### config.mk
export PLATFORM = sky130hd
export DESIGN_NAME = mdc_controller
export DESIGN_NICKNAME = d
export VERILOG_FILES = /design/src/rtl/mdc_spi_slave.v /design/src/rtl/mdc_phase_filter.v /design/src/rtl/mdc_controller.v
export VERILOG_INCLUDE_DIRS = /design/src /design/src/rtl
export SDC_FILE = /design/constraint.sdc
export NUM_CORES = 1
export LEC_CHECK = 0
export BUFFER_PORTS_ARGS = -buffer_cell sky130_fd_sc_hd__buf_4
export CAP_MARGIN = 10
export CORE_MARGIN = 2
export CORE_UTILIZATION = 40
export CTS_BUF_LIST = sky130_fd_sc_hd__clkbuf_8
export DETAILED_ROUTE_END_ITERATION = 8
export GPL_TIMING_DRIVEN = 0
export PLACE_DENSITY = 0.59
export SLEW_MARGIN = 20
export SYNTH_ARGS = -nofsm -noshare
export SYNTH_HDL_FRONTEND = slang
export SYNTH_HIERARCHICAL = 1
export SYNTH_SLANG_ARGS = --single-unit
### constraint.sdc
create_clock -name clk -period 4.38 [get_ports clk]
set_clock_uncertainty 0.05 [all_clocks]
set_input_delay 0.657 -clock clk [delete_from_list [all_inputs] [get_ports clk]]
set_output_delay 0.657 -clock clk [all_outputs]
set_load 0.05 [all_outputs]
### src/rtl/mdc_regs.vh
/*
  register offsets, field positions, reset values, limits and timing for the
  delay phase controller. assumes byte-wide registers on the serial port.
*/
`ifndef MDC_REGS_VH
`define MDC_REGS_VH

`define MDC_OFF_BOOST          7'h24
`define MDC_OFF_DCC            7'h25
`define MDC_OFF_CTRL           7'h26
`define MDC_OFF_DLY_LO         7'h27
`define MDC_OFF_DLY_HI         7'h28
`define MDC_OFF_TOL_GUARD      7'h29
`define MDC_OFF_STATUS         7'h2a

`define MDC_RST_BOOST          8'h00
`define MDC_RST_DCC            8'h00
`define MDC_RST_CTRL           8'h00
`define MDC_RST_DLY_LO         8'h00
`define MDC_RST_DLY_HI         8'h00
`define MDC_RST_TOL_GUARD      8'h00

`define MDC_CTRL_EN_BIT        0
`define MDC_CTRL_SLOPE_BIT     1
`define MDC_CTRL_READ_BIT      3
`define MDC_CTRL_MODE_LSB      4
`define MDC_BOOST_LSB          4
`define MDC_DCC_BIT            7
`define MDC_DLY_LSB_BIT        7
`define MDC_DIR_LSB            5
`define MDC_TGT_LSB            0
`define MDC_TOL_BIT            7
`define MDC_FAIL_BIT           5
`define MDC_GUARD_LSB          0
`define MDC_STAT_LOCK_BIT      0
`define MDC_STAT_LOST_BIT      1

`define MDC_MODE_SRCH_TRACK    2'h0
`define MDC_MODE_TRACK         2'h1
`define MDC_MODE_SRCH          2'h2
`define MDC_DIR_DOWN           2'h0
`define MDC_DIR_UP             2'h1

`define MDC_DELAY_MAX          9'h1b0
`define MDC_SLOPE_DLY_MAX      9'h1af
`define MDC_PHASE_MAX          5'h10
`define MDC_SLOPE_DEV          5'h02
`define MDC_TOL_LOOSE          5'h02
`define MDC_LOCK_DEV           5'h05

`define MDC_CLK_PERIOD_NS      100
`define MDC_SETTLE_NS          1000

`endif

### src/rtl/mdc_spi_slave.v
/*
  serial configuration port: 8-bit instruction {read, addr[6:0]} then 8 data
  bits, msb first, sampled on sclk rise, read msb driven after the eighth rise, later bits after sclk fall.
  assumes sclk is at most one eighth of clk; all pins are synchronised here.
*/
`timescale 1ns/10ps
module mdc_spi_slave (
  input  wire       clk,
  input  wire       arst_n,
  input  wire       spi_sclk,
  input  wire       spi_cs_n,
  input  wire       spi_sdi,
  output reg        spi_sdo,
  output reg        spi_sdo_oe,
  output reg  [6:0] addr,
  output reg  [7:0] wdata,
  output reg        wr_stb,
  input  wire [7:0] rdata
);
  reg  [2:0] sclk_sy;
  reg  [1:0] cs_sy;
  reg  [1:0] sdi_sy;
  reg  [4:0] cnt;
  reg  [6:0] sh;
  reg  [6:0] out_sh;
  reg        rd_op;
  reg        load;
  wire       rise;
  wire       fall;

  assign rise = sclk_sy[1] & ~sclk_sy[2];
  assign fall = ~sclk_sy[1] & sclk_sy[2];

  always @(posedge clk or negedge arst_n)
  begin
    if (!arst_n)
    begin
      sclk_sy    <= 3'h0;
      cs_sy      <= 2'h3;
      sdi_sy     <= 2'h0;
      cnt        <= 5'h00;
      sh         <= 7'h00;
      out_sh     <= 7'h00;
      rd_op      <= 1'b0;
      load       <= 1'b0;
      addr       <= 7'h00;
      wdata      <= 8'h00;
      wr_stb     <= 1'b0;
      spi_sdo    <= 1'b0;
      spi_sdo_oe <= 1'b0;
    end
    else
    begin
      sclk_sy <= {sclk_sy[1:0], spi_sclk};
      cs_sy   <= {cs_sy[0], spi_cs_n};
      sdi_sy  <= {sdi_sy[0], spi_sdi};
      wr_stb  <= 1'b0;
      load    <= 1'b0;
      if (cs_sy[1])
      begin
        cnt        <= 5'h00;
        spi_sdo_oe <= 1'b0;
      end
      else
      begin
        if (rise && cnt < 5'h10)
        begin
          sh  <= {sh[5:0], sdi_sy[1]};
          cnt <= cnt + 5'h01;
          if (cnt == 5'h07)
          begin
            rd_op <= sh[6];
            addr  <= {sh[5:0], sdi_sy[1]};
            load  <= 1'b1;
          end
          if (cnt == 5'h0f)
          begin
            wdata  <= {sh[6:0], sdi_sy[1]};
            wr_stb <= ~rd_op;
          end
        end
        // rdata follows addr combinationally, so load one cycle after addr settles
        if (load)
        begin
          spi_sdo    <= rdata[7];
          out_sh     <= rdata[6:0];
          spi_sdo_oe <= rd_op;
        end
        else if (fall && spi_sdo_oe && cnt > 5'h08)
        begin
          spi_sdo <= out_sh[6];
          out_sh  <= {out_sh[5:0], 1'b0};
        end
      end
    end
  end
endmodule

### src/rtl/mdc_phase_filter.v
/*
  brings the phase comparator word into the clock domain and reports it only
  once it has held still for the settle time after a restart.
  assumes the comparator output is asynchronous to clk.
*/
`timescale 1ns/10ps
`include "mdc_regs.vh"
module mdc_phase_filter #(
  parameter SETTLE_NS = `MDC_SETTLE_NS,
  parameter CLK_NS    = `MDC_CLK_PERIOD_NS
) (
  input  wire       clk,
  input  wire       arst_n,
  input  wire [4:0] phase_pin,
  input  wire       restart,
  output reg  [4:0] phase,
  output reg        phase_valid
);
  localparam SETTLE_CYC = (SETTLE_NS + CLK_NS - 1) / CLK_NS;
  localparam [7:0] SETTLE_MAX = (SETTLE_CYC < 1) ? 8'h01 : SETTLE_CYC[7:0];

  reg  [4:0] sy1;
  reg  [4:0] sy2;
  reg  [7:0] cnt;

  // a multi-bit word is caught per bit; the stability count hides bit skew
  always @(posedge clk or negedge arst_n)
  begin
    if (!arst_n)
    begin
      sy1         <= 5'h00;
      sy2         <= 5'h00;
      phase       <= 5'h00;
      cnt         <= 8'h00;
      phase_valid <= 1'b0;
    end
    else
    begin
      sy1   <= phase_pin;
      sy2   <= sy1;
      phase <= sy2;
      if (restart || sy2 != phase)
      begin
        cnt         <= 8'h00;
        phase_valid <= 1'b0;
      end
      else if (cnt < SETTLE_MAX)
        cnt <= cnt + 8'h01;
      else
        phase_valid <= 1'b1;
    end
  end
endmodule

### src/rtl/mdc_controller.v
/*
  delay phase controller: register file on the serial port, phase search with
  slope check, single-step tracking and lock status.
  assumes a settled comparator phase word and an analog delay line fed by
  delay_line_value.
// Notes on behaviour
// RULE1: controller runs only while control bit 0 at delay_controller_control is high.
// RULE2: software should enable boost and duty correction before enabling.
// RULE3: mode field: 0 search then track, 1 track only, 2 search only.
// RULE4: start delay lsb from delay_low_direction_phase bit 7, upper bits from delay_value_high.
// RULE5: software keeps delay at or below 432, ideally near 216.
// RULE6: target phase is 5 bits at delay_low_direction_phase, never above 16.
// RULE7: on target hit, measure slope and compare with programmed slope bit.
// RULE8: tolerance bit: 0 accepts within two of target, 1 needs exact.
// RULE9: direction field: 0 down, 1 up, 2 alternating.
// RULE10: alternate until one guard band, then opposite only, then alternate inside.
// RULE11: endpoint means failed search; fail bit chooses continue or reset.
// RULE12: slope: step up then down until phase moves 2, or limits hit.
// RULE13: slope valid only if up and down phases straddle the target.
// RULE14: tracking steps delay by one per sample along programmed slope.
// RULE15: status bit 0 lock; beyond five steps clear it, set lost if locked.
// RULE16: on lock loss either stay tracking or restart the search.
// RULE17: read bit makes delay and phase fields show locked values.
// RULE18: typical lock takes about 180K converter cycles.
// RULE19: readback captured once per rising read bit, not continuously.
// RULE20: software picks delay for phase 6 on negative slope.
// RULE21: search-only and track-only run only while enabled; track starts at start delay.
// RULE22: clearing enable idles the controller and holds the delay.
*/
`timescale 1ns/10ps
`include "mdc_regs.vh"
module mdc_controller #(
  parameter SETTLE_NS = `MDC_SETTLE_NS
) (
  input  wire       clk,
  input  wire       arst_n,
  input  wire       spi_sclk,
  input  wire       spi_cs_n,
  input  wire       spi_sdi,
  output wire       spi_sdo,
  output wire       spi_sdo_oe,
  input  wire [4:0] phase_pin,
  output reg  [8:0] delay_line_value,
  output reg  [1:0] boost_level,
  output reg        dcc_enable,
  output reg        delay_locked,
  output reg        delay_lock_lost
);
  localparam S_IDLE  = 7'h01;
  localparam S_INIT  = 7'h02;
  localparam S_SRCH  = 7'h04;
  localparam S_SUP   = 7'h08;
  localparam S_SDN   = 7'h10;
  localparam S_TRACK = 7'h20;
  localparam S_HOLD  = 7'h40;

  reg  [7:0] reg_boost;
  reg  [7:0] reg_dcc;
  reg  [7:0] reg_ctrl;
  reg  [7:0] reg_dly_lo;
  reg  [7:0] reg_dly_hi;
  reg  [7:0] reg_tol;
  reg  [8:0] rb_delay;
  reg  [4:0] rb_phase;
  reg        read_q;
  reg  [7:0] rdata;
  reg  [6:0] state;
  reg  [8:0] up_d;
  reg  [8:0] dn_d;
  reg  [8:0] center;
  reg  [4:0] p0;
  reg  [4:0] p_up;
  reg        alt;
  reg        restart;
  reg        en_q;
  reg        can_up;
  reg        can_dn;
  reg        step_ok;
  reg        step_up;
  wire [6:0] addr;
  wire [7:0] wdata;
  wire       wr_stb;
  wire [4:0] phase;
  wire       phase_valid;
  wire       phase_valid_raw;
  wire       enable;
  wire       slope_pos;
  wire [1:0] mode;
  wire [1:0] dir;
  wire [4:0] target;
  wire [4:0] guard;
  wire       exact;
  wire       fail_rst;
  wire [8:0] start_d;
  wire       hit;
  wire       up_g;
  wire       dn_g;
  wire [4:0] dev;

  function [4:0] absdiff;
    input [4:0] a;
    input [4:0] b;
    begin
      absdiff = (a > b) ? a - b : b - a;
    end
  endfunction

  mdc_spi_slave u_spi (
    .clk        (clk),
    .arst_n     (arst_n),
    .spi_sclk   (spi_sclk),
    .spi_cs_n   (spi_cs_n),
    .spi_sdi    (spi_sdi),
    .spi_sdo    (spi_sdo),
    .spi_sdo_oe (spi_sdo_oe),
    .addr       (addr),
    .wdata      (wdata),
    .wr_stb     (wr_stb),
    .rdata      (rdata)
  );

  mdc_phase_filter #(.SETTLE_NS(SETTLE_NS), .CLK_NS(`MDC_CLK_PERIOD_NS)) u_phase (
    .clk         (clk),
    .arst_n      (arst_n),
    .phase_pin   (phase_pin),
    .restart     (restart),
    .phase       (phase),
    .phase_valid (phase_valid_raw)
  );

  // the filter drops valid one cycle after a restart; mask that cycle so a stale phase never steps twice
  assign phase_valid = phase_valid_raw & ~restart;

  assign enable    = reg_ctrl[`MDC_CTRL_EN_BIT];
  assign slope_pos = reg_ctrl[`MDC_CTRL_SLOPE_BIT];
  assign mode      = reg_ctrl[`MDC_CTRL_MODE_LSB +: 2];
  assign dir       = reg_dly_lo[`MDC_DIR_LSB +: 2];
  assign target    = reg_dly_lo[`MDC_TGT_LSB +: 5]; // [RULE6]
  assign guard     = reg_tol[`MDC_GUARD_LSB +: 5];
  assign exact     = reg_tol[`MDC_TOL_BIT];
  assign fail_rst  = reg_tol[`MDC_FAIL_BIT];
  assign start_d   = {reg_dly_hi, reg_dly_lo[`MDC_DLY_LSB_BIT]}; // [RULE4]
  assign dev       = absdiff(phase, target);
  assign hit       = exact ? (dev == 5'h00) : (dev <= `MDC_TOL_LOOSE); // [RULE8]
  assign up_g      = up_d >= `MDC_DELAY_MAX - {4'h0, guard};
  assign dn_g      = dn_d <= {4'h0, guard};

  // register file; readback fields only refresh on a rising read bit
  always @(posedge clk or negedge arst_n)
  begin
    if (!arst_n)
    begin
      reg_boost  <= `MDC_RST_BOOST;
      reg_dcc    <= `MDC_RST_DCC;
      reg_ctrl   <= `MDC_RST_CTRL;
      reg_dly_lo <= `MDC_RST_DLY_LO;
      reg_dly_hi <= `MDC_RST_DLY_HI;
      reg_tol    <= `MDC_RST_TOL_GUARD;
      rb_delay   <= 9'h000;
      rb_phase   <= 5'h00;
      read_q     <= 1'b0;
      boost_level <= 2'h0;
      dcc_enable <= 1'b0;
    end
    else
    begin
      if (wr_stb)
      begin
        case (addr)
          `MDC_OFF_BOOST:     reg_boost  <= wdata;
          `MDC_OFF_DCC:       reg_dcc    <= wdata;
          `MDC_OFF_CTRL:      reg_ctrl   <= wdata;
          `MDC_OFF_DLY_LO:    reg_dly_lo <= wdata;
          `MDC_OFF_DLY_HI:    reg_dly_hi <= wdata;
          `MDC_OFF_TOL_GUARD: reg_tol    <= wdata;
          default:            reg_tol    <= reg_tol;
        endcase
      end
      read_q <= reg_ctrl[`MDC_CTRL_READ_BIT];
      if (reg_ctrl[`MDC_CTRL_READ_BIT] && !read_q)
      begin
        rb_delay <= delay_line_value; // [RULE19]
        rb_phase <= phase;
      end
      boost_level <= reg_boost[`MDC_BOOST_LSB +: 2];
      dcc_enable  <= reg_dcc[`MDC_DCC_BIT];
    end
  end

  always @*
  begin
    case (addr)
      `MDC_OFF_BOOST:     rdata = reg_boost;
      `MDC_OFF_DCC:       rdata = reg_dcc;
      `MDC_OFF_CTRL:      rdata = reg_ctrl;
      `MDC_OFF_DLY_LO:    rdata = reg_ctrl[`MDC_CTRL_READ_BIT] ?
                                  {rb_delay[0], reg_dly_lo[6:5], rb_phase} : reg_dly_lo; // [RULE17]
      `MDC_OFF_DLY_HI:    rdata = reg_ctrl[`MDC_CTRL_READ_BIT] ? rb_delay[8:1] : reg_dly_hi; // [RULE17]
      `MDC_OFF_TOL_GUARD: rdata = reg_tol;
      `MDC_OFF_STATUS:    rdata = {6'h00, delay_lock_lost, delay_locked}; // [RULE15]
      default:            rdata = 8'h00;
    endcase
  end

  // next search step: guard bands narrow the choice, endpoints end it
  always @*
  begin
    can_up = (up_d < `MDC_DELAY_MAX) && (!up_g || dn_g) && (dir != `MDC_DIR_DOWN); // [RULE9] [RULE10]
    can_dn = (dn_d != 9'h000) && (!dn_g || up_g) && (dir != `MDC_DIR_UP); // [RULE9] [RULE10]
    if (dir == `MDC_DIR_UP)
      can_up = up_d < `MDC_DELAY_MAX;
    if (dir == `MDC_DIR_DOWN)
      can_dn = dn_d != 9'h000;
    step_ok = can_up || can_dn; // [RULE11]
    step_up = can_up && (!can_dn || alt);
  end

  task start_search;
    begin
      delay_line_value <= start_d;
      up_d             <= start_d;
      dn_d             <= start_d;
      alt              <= 1'b1;
      restart          <= 1'b1;
      state            <= (mode == `MDC_MODE_TRACK) ? S_TRACK : S_SRCH; // [RULE3] [RULE21]
    end
  endtask

  task take_step;
    begin
      restart <= 1'b1;
      alt     <= ~alt;
      state   <= S_SRCH;
      if (!step_ok)
      begin
        if (fail_rst)
          state <= S_INIT; // [RULE11]
        else
          start_search;
      end
      else if (step_up)
      begin
        up_d             <= up_d + 9'h001;
        delay_line_value <= up_d + 9'h001;
      end
      else
      begin
        dn_d             <= dn_d - 9'h001;
        delay_line_value <= dn_d - 9'h001;
      end
    end
  endtask

  // settle time bounds each step; typical full lock stays near 180K converter cycles [RULE18]
  always @(posedge clk or negedge arst_n)
  begin
    if (!arst_n)
    begin
      state            <= S_IDLE;
      delay_line_value <= 9'h000;
      up_d             <= 9'h000;
      dn_d             <= 9'h000;
      center           <= 9'h000;
      p0               <= 5'h00;
      p_up             <= 5'h00;
      alt              <= 1'b0;
      restart          <= 1'b0;
      en_q             <= 1'b0;
      delay_locked     <= 1'b0;
      delay_lock_lost  <= 1'b0;
    end
    else
    begin
      restart <= 1'b0;
      en_q    <= enable;
      if (!enable)
        state <= S_IDLE; // [RULE1] [RULE22]
      else
      begin
        case (state)
          S_IDLE:
          begin
            if (!en_q)
              state <= S_INIT; // [RULE1]
          end
          S_INIT:
          begin
            delay_locked    <= 1'b0;
            delay_lock_lost <= 1'b0;
            start_search;
          end
          S_SRCH:
          begin
            if (phase_valid)
            begin
              if (hit)
              begin
                center  <= delay_line_value; // [RULE7]
                p0      <= phase;
                restart <= 1'b1;
                state   <= S_SUP;
              end
              else
                take_step;
            end
          end
          S_SUP:
          begin
            if (phase_valid)
            begin
              restart <= 1'b1;
              if (absdiff(phase, p0) >= `MDC_SLOPE_DEV || phase == `MDC_PHASE_MAX || phase == 5'h00 ||
                  delay_line_value >= `MDC_SLOPE_DLY_MAX) // [RULE12]
              begin
                p_up             <= phase;
                delay_line_value <= center;
                state            <= S_SDN;
              end
              else
                delay_line_value <= delay_line_value + 9'h001;
            end
          end
          S_SDN:
          begin
            if (phase_valid)
            begin
              restart <= 1'b1;
              if (absdiff(phase, p0) >= `MDC_SLOPE_DEV || phase == `MDC_PHASE_MAX || phase == 5'h00 ||
                  delay_line_value == 9'h000) // [RULE12]
              begin
                if (slope_pos ? (p_up > target && phase < target) : (p_up < target && phase > target)) // [RULE13] [RULE7]
                begin
                  delay_line_value <= center;
                  delay_locked     <= 1'b1;
                  state            <= (mode == `MDC_MODE_SRCH) ? S_HOLD : S_TRACK; // [RULE3]
                end
                else
                  take_step;
              end
              else
                delay_line_value <= delay_line_value - 9'h001;
            end
          end
          S_TRACK:
          begin
            if (phase_valid)
            begin
              restart <= 1'b1;
              if (dev > `MDC_LOCK_DEV)
              begin
                delay_locked <= 1'b0; // [RULE15]
                if (delay_locked)
                begin
                  delay_lock_lost <= 1'b1; // [RULE15]
                  if (fail_rst && mode != `MDC_MODE_TRACK)
                    start_search; // [RULE16]
                end
              end
              else
                delay_locked <= 1'b1;
              // slope is trusted, never remeasured while tracking
              if (phase > target ^ slope_pos)
              begin
                if (delay_line_value < `MDC_DELAY_MAX)
                  delay_line_value <= delay_line_value + 9'h001; // [RULE14]
              end
              else if (phase != target && delay_line_value != 9'h000)
                delay_line_value <= delay_line_value - 9'h001; // [RULE14]
            end
          end
          default:
            state <= S_HOLD; // search-only result stays put
        endcase
      end
    end
  end
endmodule

==> flow_summary.ini, run 1 <==
[global_routing]
grt_overflow = 0
antenna_found_initial = 0
grt_pass1_wl_um = 53100
grtUsageTotal = 0.220
grt_max_degree = 78
grt_pass1_vias = 9355

[logic_synthesis]
seq_area_frac_synth = 0.410
ys_ff_latch = 194
avgSynthCellArea_um2 = 9.66
synth_edf_count = 0
synth_nets = 1283
synth-async-reset-ratio = 1.00
yosys.area.top_type = dfrtp_1
synth_area_leaders = dfrtp_1 40%, mux2_2 9.0%, ha_1 4.5%
syn-cell-area_um2 = 11800
synth_top_area_frac = 0.404
yosys_most_used_dff = dfrtp_1
ys_warn_count = 6
synth_cell_types = 90
syn_inst = 1226

[sta]
finalMaxSlewViolations = 0
maxSlewHeadroom = 0.397
fmax_mhz = 240
tightestPinTransition_ns = 0.902
finalCritPeriodShare = 0.952
setup_violations = 0
rsz0062_at_grt = no
timing.hold.ws_ns = 0.218
fin_setup_tns_ns = 0
final_hold_viol_count = 0
post-route-min-period_ns = 4.17

[power_and_ir_drop]
power.total_w = 0.00333
max-vdd-ir-drop_v = 0.000184
leakage_nw = 5.62
p_per_area_nw_per_um2 = 255

[critical_path]
cp.arrival_ns = 4.48
reg2regPathDepth = 14
crit_path_start = u_phase/phase[0]
worst-path-stages = 14
endpoint_kind = flip-flop
cp_max_fo = 10
path_cells = ha_1 > inv_1 > fa_1 > nand3_1 > a2bb2oi_1 > a2111oi_0 > o21ai_0 > a21oi_4 > o21ai_2 > buf_4 > a221oi_4 > nand3_1 > buf_4 > mux2_1
critPathRequiredTime_ns = 4.70
critPathSlowestCell = a2111oi_0
r2r_slack_ns = 0.21
start_kind = flip-flop
cp_top_family = compound AO/OA/AOI/OAI gates
worst_r2r_startpoint = u_phase/phase[0]
path_buf_inv = 3
reg2reg_to = center[4]
worstSetupPathType = reg -> reg
critPathMaxStageDelay_ns = 0.55

[routing]
vias_per_cell = 5.92
drt_iter0_markers = 872
drtAntennaViolNets = 0
wl_um = 33500
vias = 9918
firstDrtPassIters = 7
drc = 0
wire_per_inst_um = 20.0

[die]
rows = 62
die_area_um2 = 31000
die_w_um = 176
die_h_um = 176
core_area_um2 = 28900
start_util = 0.409
ios = 26

[placement]
post-dp-hpwl_um = 24300
dp.cells = 1637
port_buffers = 25
routabilityCongestion = 0.915

[layout]
multi_input_area_um2 = 6500
seq_area_um2 = 4860
nNetsFinal = 1334
mostFrequentLayoutCells = 190 x dfrtp_1, 124 x nand2_1, 95 x mux2_2, 83 x o21ai_0, 80 x nor2_1
fillCellCount = 2762
layout_commonest_cell = dfrtp_1
fin_cells = 1674
diodes = 0
drive_above_1_share = 0.173
area_delta_synth_final_pct = 10.3

[clock_tree]
cts_buffer_depth = 2
cts_max_level = 4
clk_pin_slew_ns = 0.11
cts_tree = yes
clkLatencyLatePin_ns = 0.49
cts_root_buf = clkbuf_8
cts_made_buffers = 17
clock-sinks = 194

[min_path]
min_path_cells = 1
min_from = spi_cs_n
worstHoldPathType = in -> reg
min_to = u_spi/cs_sy[0]

[outcome]
status = complete, no violations

[flow_run]
maxCapViolCount = 0
[synth_stat cells (all sizes together), types with 8 or more instances]
master and n:
xor2 15, mux2i 32, nor3 31, a211oi 14, buf 26, and3 15
nand2b 19, a21oi 57, dfrtp 191, nor4 8, mux2 101, o221ai 8
ha 43, a21o 9, nor2 80, o31ai 13, a31oi 13, nand2 126
o21ai 90, a31o 8, a22o 11, clkbuf 35, o22ai 11, a22oi 12
inv 55, xnor2 29, or3 9, o211ai 11, nand3 30, o21a 9
nor2b 10
[worst register-to-register path, cell delays in order, from the launching register on]
cell and delay [ns]:
dfrtp_1 0.50, ha_1 0.22, inv_1 0.05, fa_1 0.42, nand3_1 0.11, a2bb2oi_1 0.06
a2111oi_0 0.55, o21ai_0 0.28, a21oi_4 0.30, o21ai_2 0.13, buf_4 0.21, a221oi_4 0.38
nand3_1 0.20, buf_4 0.27, mux2_1 0.32
[logic make-up after synthesis]
logic type,Yosys count,synth area share
adders and majority gates,47,0.0522
xor gates and xnor gates,44,0.0326
buffers and inverters,117,0.0425
AOI/OAI and AO/OA,320,0.184
DFF,194,0.410
and+or+nand+nor,371,0.155
muxes,133,0.123
[where the power goes]
group | leakage (nW) | internal [W] | switching [W]
logic | 2.76 | 0.0000822 | 0.000119
clock network | 0.213 | 0.000507 | 0.000763
registers | 2.64 | 0.00183 | 0.0000332
total | 5.62 | 0.00242 | 0.000915
[final cells by class]
class | count | area share
Buffer | 61 | 0.0224
Clock buffer | 18 | 0.0190
Sequential cell | 194 | 0.372
Timing Repair Buffer | 32 | 0.0222
Tap cell | 384 | 0.0368
Multi-Input combinational cell | 915 | 0.498
Clock inverter | 14 | 0.0140
Inverter | 56 | 0.0161
[state kept, by name (all words and copies together) (netlist names), 7 cells and up]
signal            cells
reg_ctrl              8
u_spi/out_sh          7
reg_tol               8
center                9
delay_line_value      9
u_spi/addr            7
reg_dly_lo            8
u_phase/cnt           8
rb_delay              9
reg_dcc               8
dn_d                  9
state                 7
reg_boost             8
reg_dly_hi            8
u_spi/sh              7
up_d                  9
u_spi/wdata           8
[worst max-delay path by stage]
stage               slack [ns]         to
CTS                       0.08      p0[4]
detailed placement        0.11  center[6]
global route              0.02  center[6]
finish                    0.21  center[4]
floorplan                 0.92  center[2]
global placement          0.06  center[2]
[stage by stage]
| step | setup slack (ns) | cell area (µm²) | utilization |
|---|---|---|---|
| finish | 0.212 | 13100 | 0.451 |
| global route | 0.0158 | 13100 | 0.451 |
| CTS | 0.0824 | 13000 | 0.450 |
| detailed placement | 0.105 | 12600 | 0.434 |
| global placement | 0.0617 | 12500 | 0.432 |
| floorplan | 0.922 | 11800 | - |
[timing repair]
item	4_1_cts	5_1_grt
endpoints found under the setup margin	0	24
setup buffers	0	4
resized for setup	0	7
hold buffers	1	0
endpoints found under the hold margin	2	0
[layer usage]
layer  vias to the layer above  track usage  wire (µm)
li1                       4582            -          -
met1                      4931        0.310      15300
met2                       345        0.340      15100
met3                        60       0.0375       1980
met4                         0       0.0799       1020
met5                         -            0          0
(Power assumes the default switching activity.)
==> run 2, diff against run 1 <==
--- a/config.mk
+++ b/config.mk
@@ -11,10 +11,11 @@
 export CORE_MARGIN = 2
 export CORE_UTILIZATION = 40
 export CTS_BUF_LIST = sky130_fd_sc_hd__clkbuf_8
+export CTS_CLUSTER_SIZE = 14
 export DETAILED_ROUTE_END_ITERATION = 8
 export GPL_TIMING_DRIVEN = 0
-export PLACE_DENSITY = 0.59
-export SLEW_MARGIN = 20
+export PLACE_DENSITY_LB_ADDON = 0.15
+export SLEW_MARGIN = 25
 export SYNTH_ARGS = -nofsm -noshare
 export SYNTH_HDL_FRONTEND = slang
 export SYNTH_HIERARCHICAL = 1
==> run 2 against run 1 <==
Total power down 1.4%. Register-to-register slack worse by 0.04 ns. Fmax down 0.97%. Sequential power is essentially flat. Die area stayed put. Cell count grew 0.24%. Critical endpoint unchanged. Setup slack got worse by 0.041 ns. Largest cell class unchanged. Critical path type unchanged. Core utilization barely moved. Clock power shrank 4%. Combinational power barely moved. Clock-buffer cell count unchanged.
==> flow_summary.ini, run 2 (same netlist as run 1, synthesis figures left out) <==
[die]
die_w_um = 176
core_area_um2 = 28900
rows = 62
start_util = 0.409
die_area_um2 = 31000
ios = 26
die_h_um = 176

[critical_path]
start_kind = flip-flop
cp_max_fo = 10
r2r_slack_ns = 0.17
worstSetupPathType = reg -> reg
worst_r2r_startpoint = u_phase/phase[0]
cp.arrival_ns = 4.54
critPathRequiredTime_ns = 4.71
reg2reg_to = center[4]
reg2regPathDepth = 15
endpoint_kind = flip-flop

[routing]
drtAntennaViolNets = 0
vias = 9742
wire_per_inst_um = 20.1
drc = 0
firstDrtPassIters = 7
wl_um = 33700
drt_iter0_markers = 734
vias_per_cell = 5.81

[layout]
diodes = 0
nNetsFinal = 1338
fillCellCount = 2842
mostFrequentLayoutCells = 191 x dfrtp_1, 124 x nand2_1, 95 x mux2_2, 82 x o21ai_0, 80 x nor2_1
drive_above_1_share = 0.174
area_delta_synth_final_pct = 10.4
layout_commonest_cell = dfrtp_1
utilization = 0.452
fin_cells = 1678

[placement]
port_buffers = 25
routabilityCongestion = 0.920
dp.cells = 1637
post-dp-hpwl_um = 24900

[power_and_ir_drop]
max-vdd-ir-drop_v = 0.000179
p_sw_frac = 0.280
p_per_area_nw_per_um2 = 251
pwr-share-clk = 0.372
internal_power_w = 0.00236
leakage_nw = 5.63
p_comb_frac = 0.060
p_seq_frac = 0.567
p_sw_w = 0.000920

[sta]
final_hold_viol_count = 0
setup_violations = 0
finalMaxSlewViolations = 0
tightestPinTransition_ns = 0.968
timing.hold.ws_ns = 0.203
maxSlewHeadroom = 0.349
post-route-min-period_ns = 4.21
fmax_mhz = 238
finalCritPeriodShare = 0.961
rsz0062_at_grt = no

[min_path]
min_to = u_phase/sy1[0]
min_path_cells = 1
min_from = phase_pin[0]
worstHoldPathType = in -> reg

[clock_tree]
clock-sinks = 194
cts_buffer_depth = 2
cts_made_buffers = 17
cts_tree = yes
clkLatencyLatePin_ns = 0.50
cts_root_buf = clkbuf_8
cts_max_level = 4
clk_pin_slew_ns = 0.11

[global_routing]
grt_pass1_vias = 9524
grt_overflow = 0
grtUsageTotal = 0.226
grt_max_degree = 85
antenna_found_initial = 1
grt_pass1_wl_um = 54400

[outcome]
status = complete, no violations

[flow_run]
maxCapViolCount = 0
==> run 2: worst max path at each step <==
stage                startpoint         to  depth (start not counted)
6_report       u_phase/phase[0]  center[4]                         15
4_1_cts        u_phase/phase[0]  center[4]                         15
3_3_place_gp   u_phase/phase[0]  center[2]                         15
2_1_floorplan  u_phase/phase[0]  center[2]                         15
3_5_place_dp   u_phase/phase[0]  center[7]                         15
5_1_grt        u_phase/phase[0]  center[2]                         15
==> run 2: power by group through the flow <==
stage | clock, W | combinational (W) | sequential (W)
after floorplan | 0 | 0.000117 | 0.00189
after global placement | 0 | 0.000186 | 0.00190
after detailed placement | 0 | 0.000196 | 0.00190
after CTS | 0.00127 | 0.000199 | 0.00186
after global routing | 0.00134 | 0.000223 | 0.00187
final | 0.00122 | 0.000198 | 0.00186
==> run 2: cell type report <==
class	count	area (µm²)	area share
plain buffers	61	293	0.0224
clock buffers	18	248	0.0190
clock inverters	14	173	0.0132
inverters	56	210	0.0161
multi-input cells	915	6490	0.496
flip-flops and latches	194	4860	0.372
well taps	384	480	0.0368
repair buffers	36	320	0.0245
==> run 2: critical path, stage by stage, from the launching register on <==
cell	delay (ns)
dfrtp_1	0.49
inv_1	0.21
ha_1	0.24
inv_1	0.07
fa_1	0.43
nand3_1	0.11
a2bb2oi_1	0.07
a2111oi_2	0.39
o211ai_1	0.17
a21oi_2	0.30
o21ai_2	0.14
buf_4	0.22
a221oi_4	0.36
nand3_1	0.23
buf_4	0.28
mux2_1	0.32
==> run 2: metrics by stage <==
stage	TNS, ns	power (W)	setup WS [ns]	area, µm²
after global placement	0	0.00208	0.0508	12500
after global routing	0	0.00344	0.00685	13100
final	0	0.00328	0.171	13100
after CTS	0	0.00333	0.0525	13000
after detailed placement	-0.0210	0.00210	-0.00834	12600
after floorplan	0	0.00200	0.922	11800
==> run 2: layer usage <==
layer  routed length, µm  GRT usage  share of wire  vias to the layer above
li1                    -          -              -                     4588
met1               15700      0.324           0.47                     4786
met2               15000      0.346           0.45                      301
met3                1890     0.0368          0.056                       65
met4                1040     0.0806          0.031                        2
met5                  10          0        0.00030                        -
==> run 2: what timing repair did <==
item                                   4_1_cts  5_1_grt
resized for setup                            0        4
hold buffers                                 1        0
gates cloned                                 0        0
endpoints found under the hold margin       22        0
setup endpoints to repair                    6       38
pin swaps                                    1        3
setup buffers                                1        7
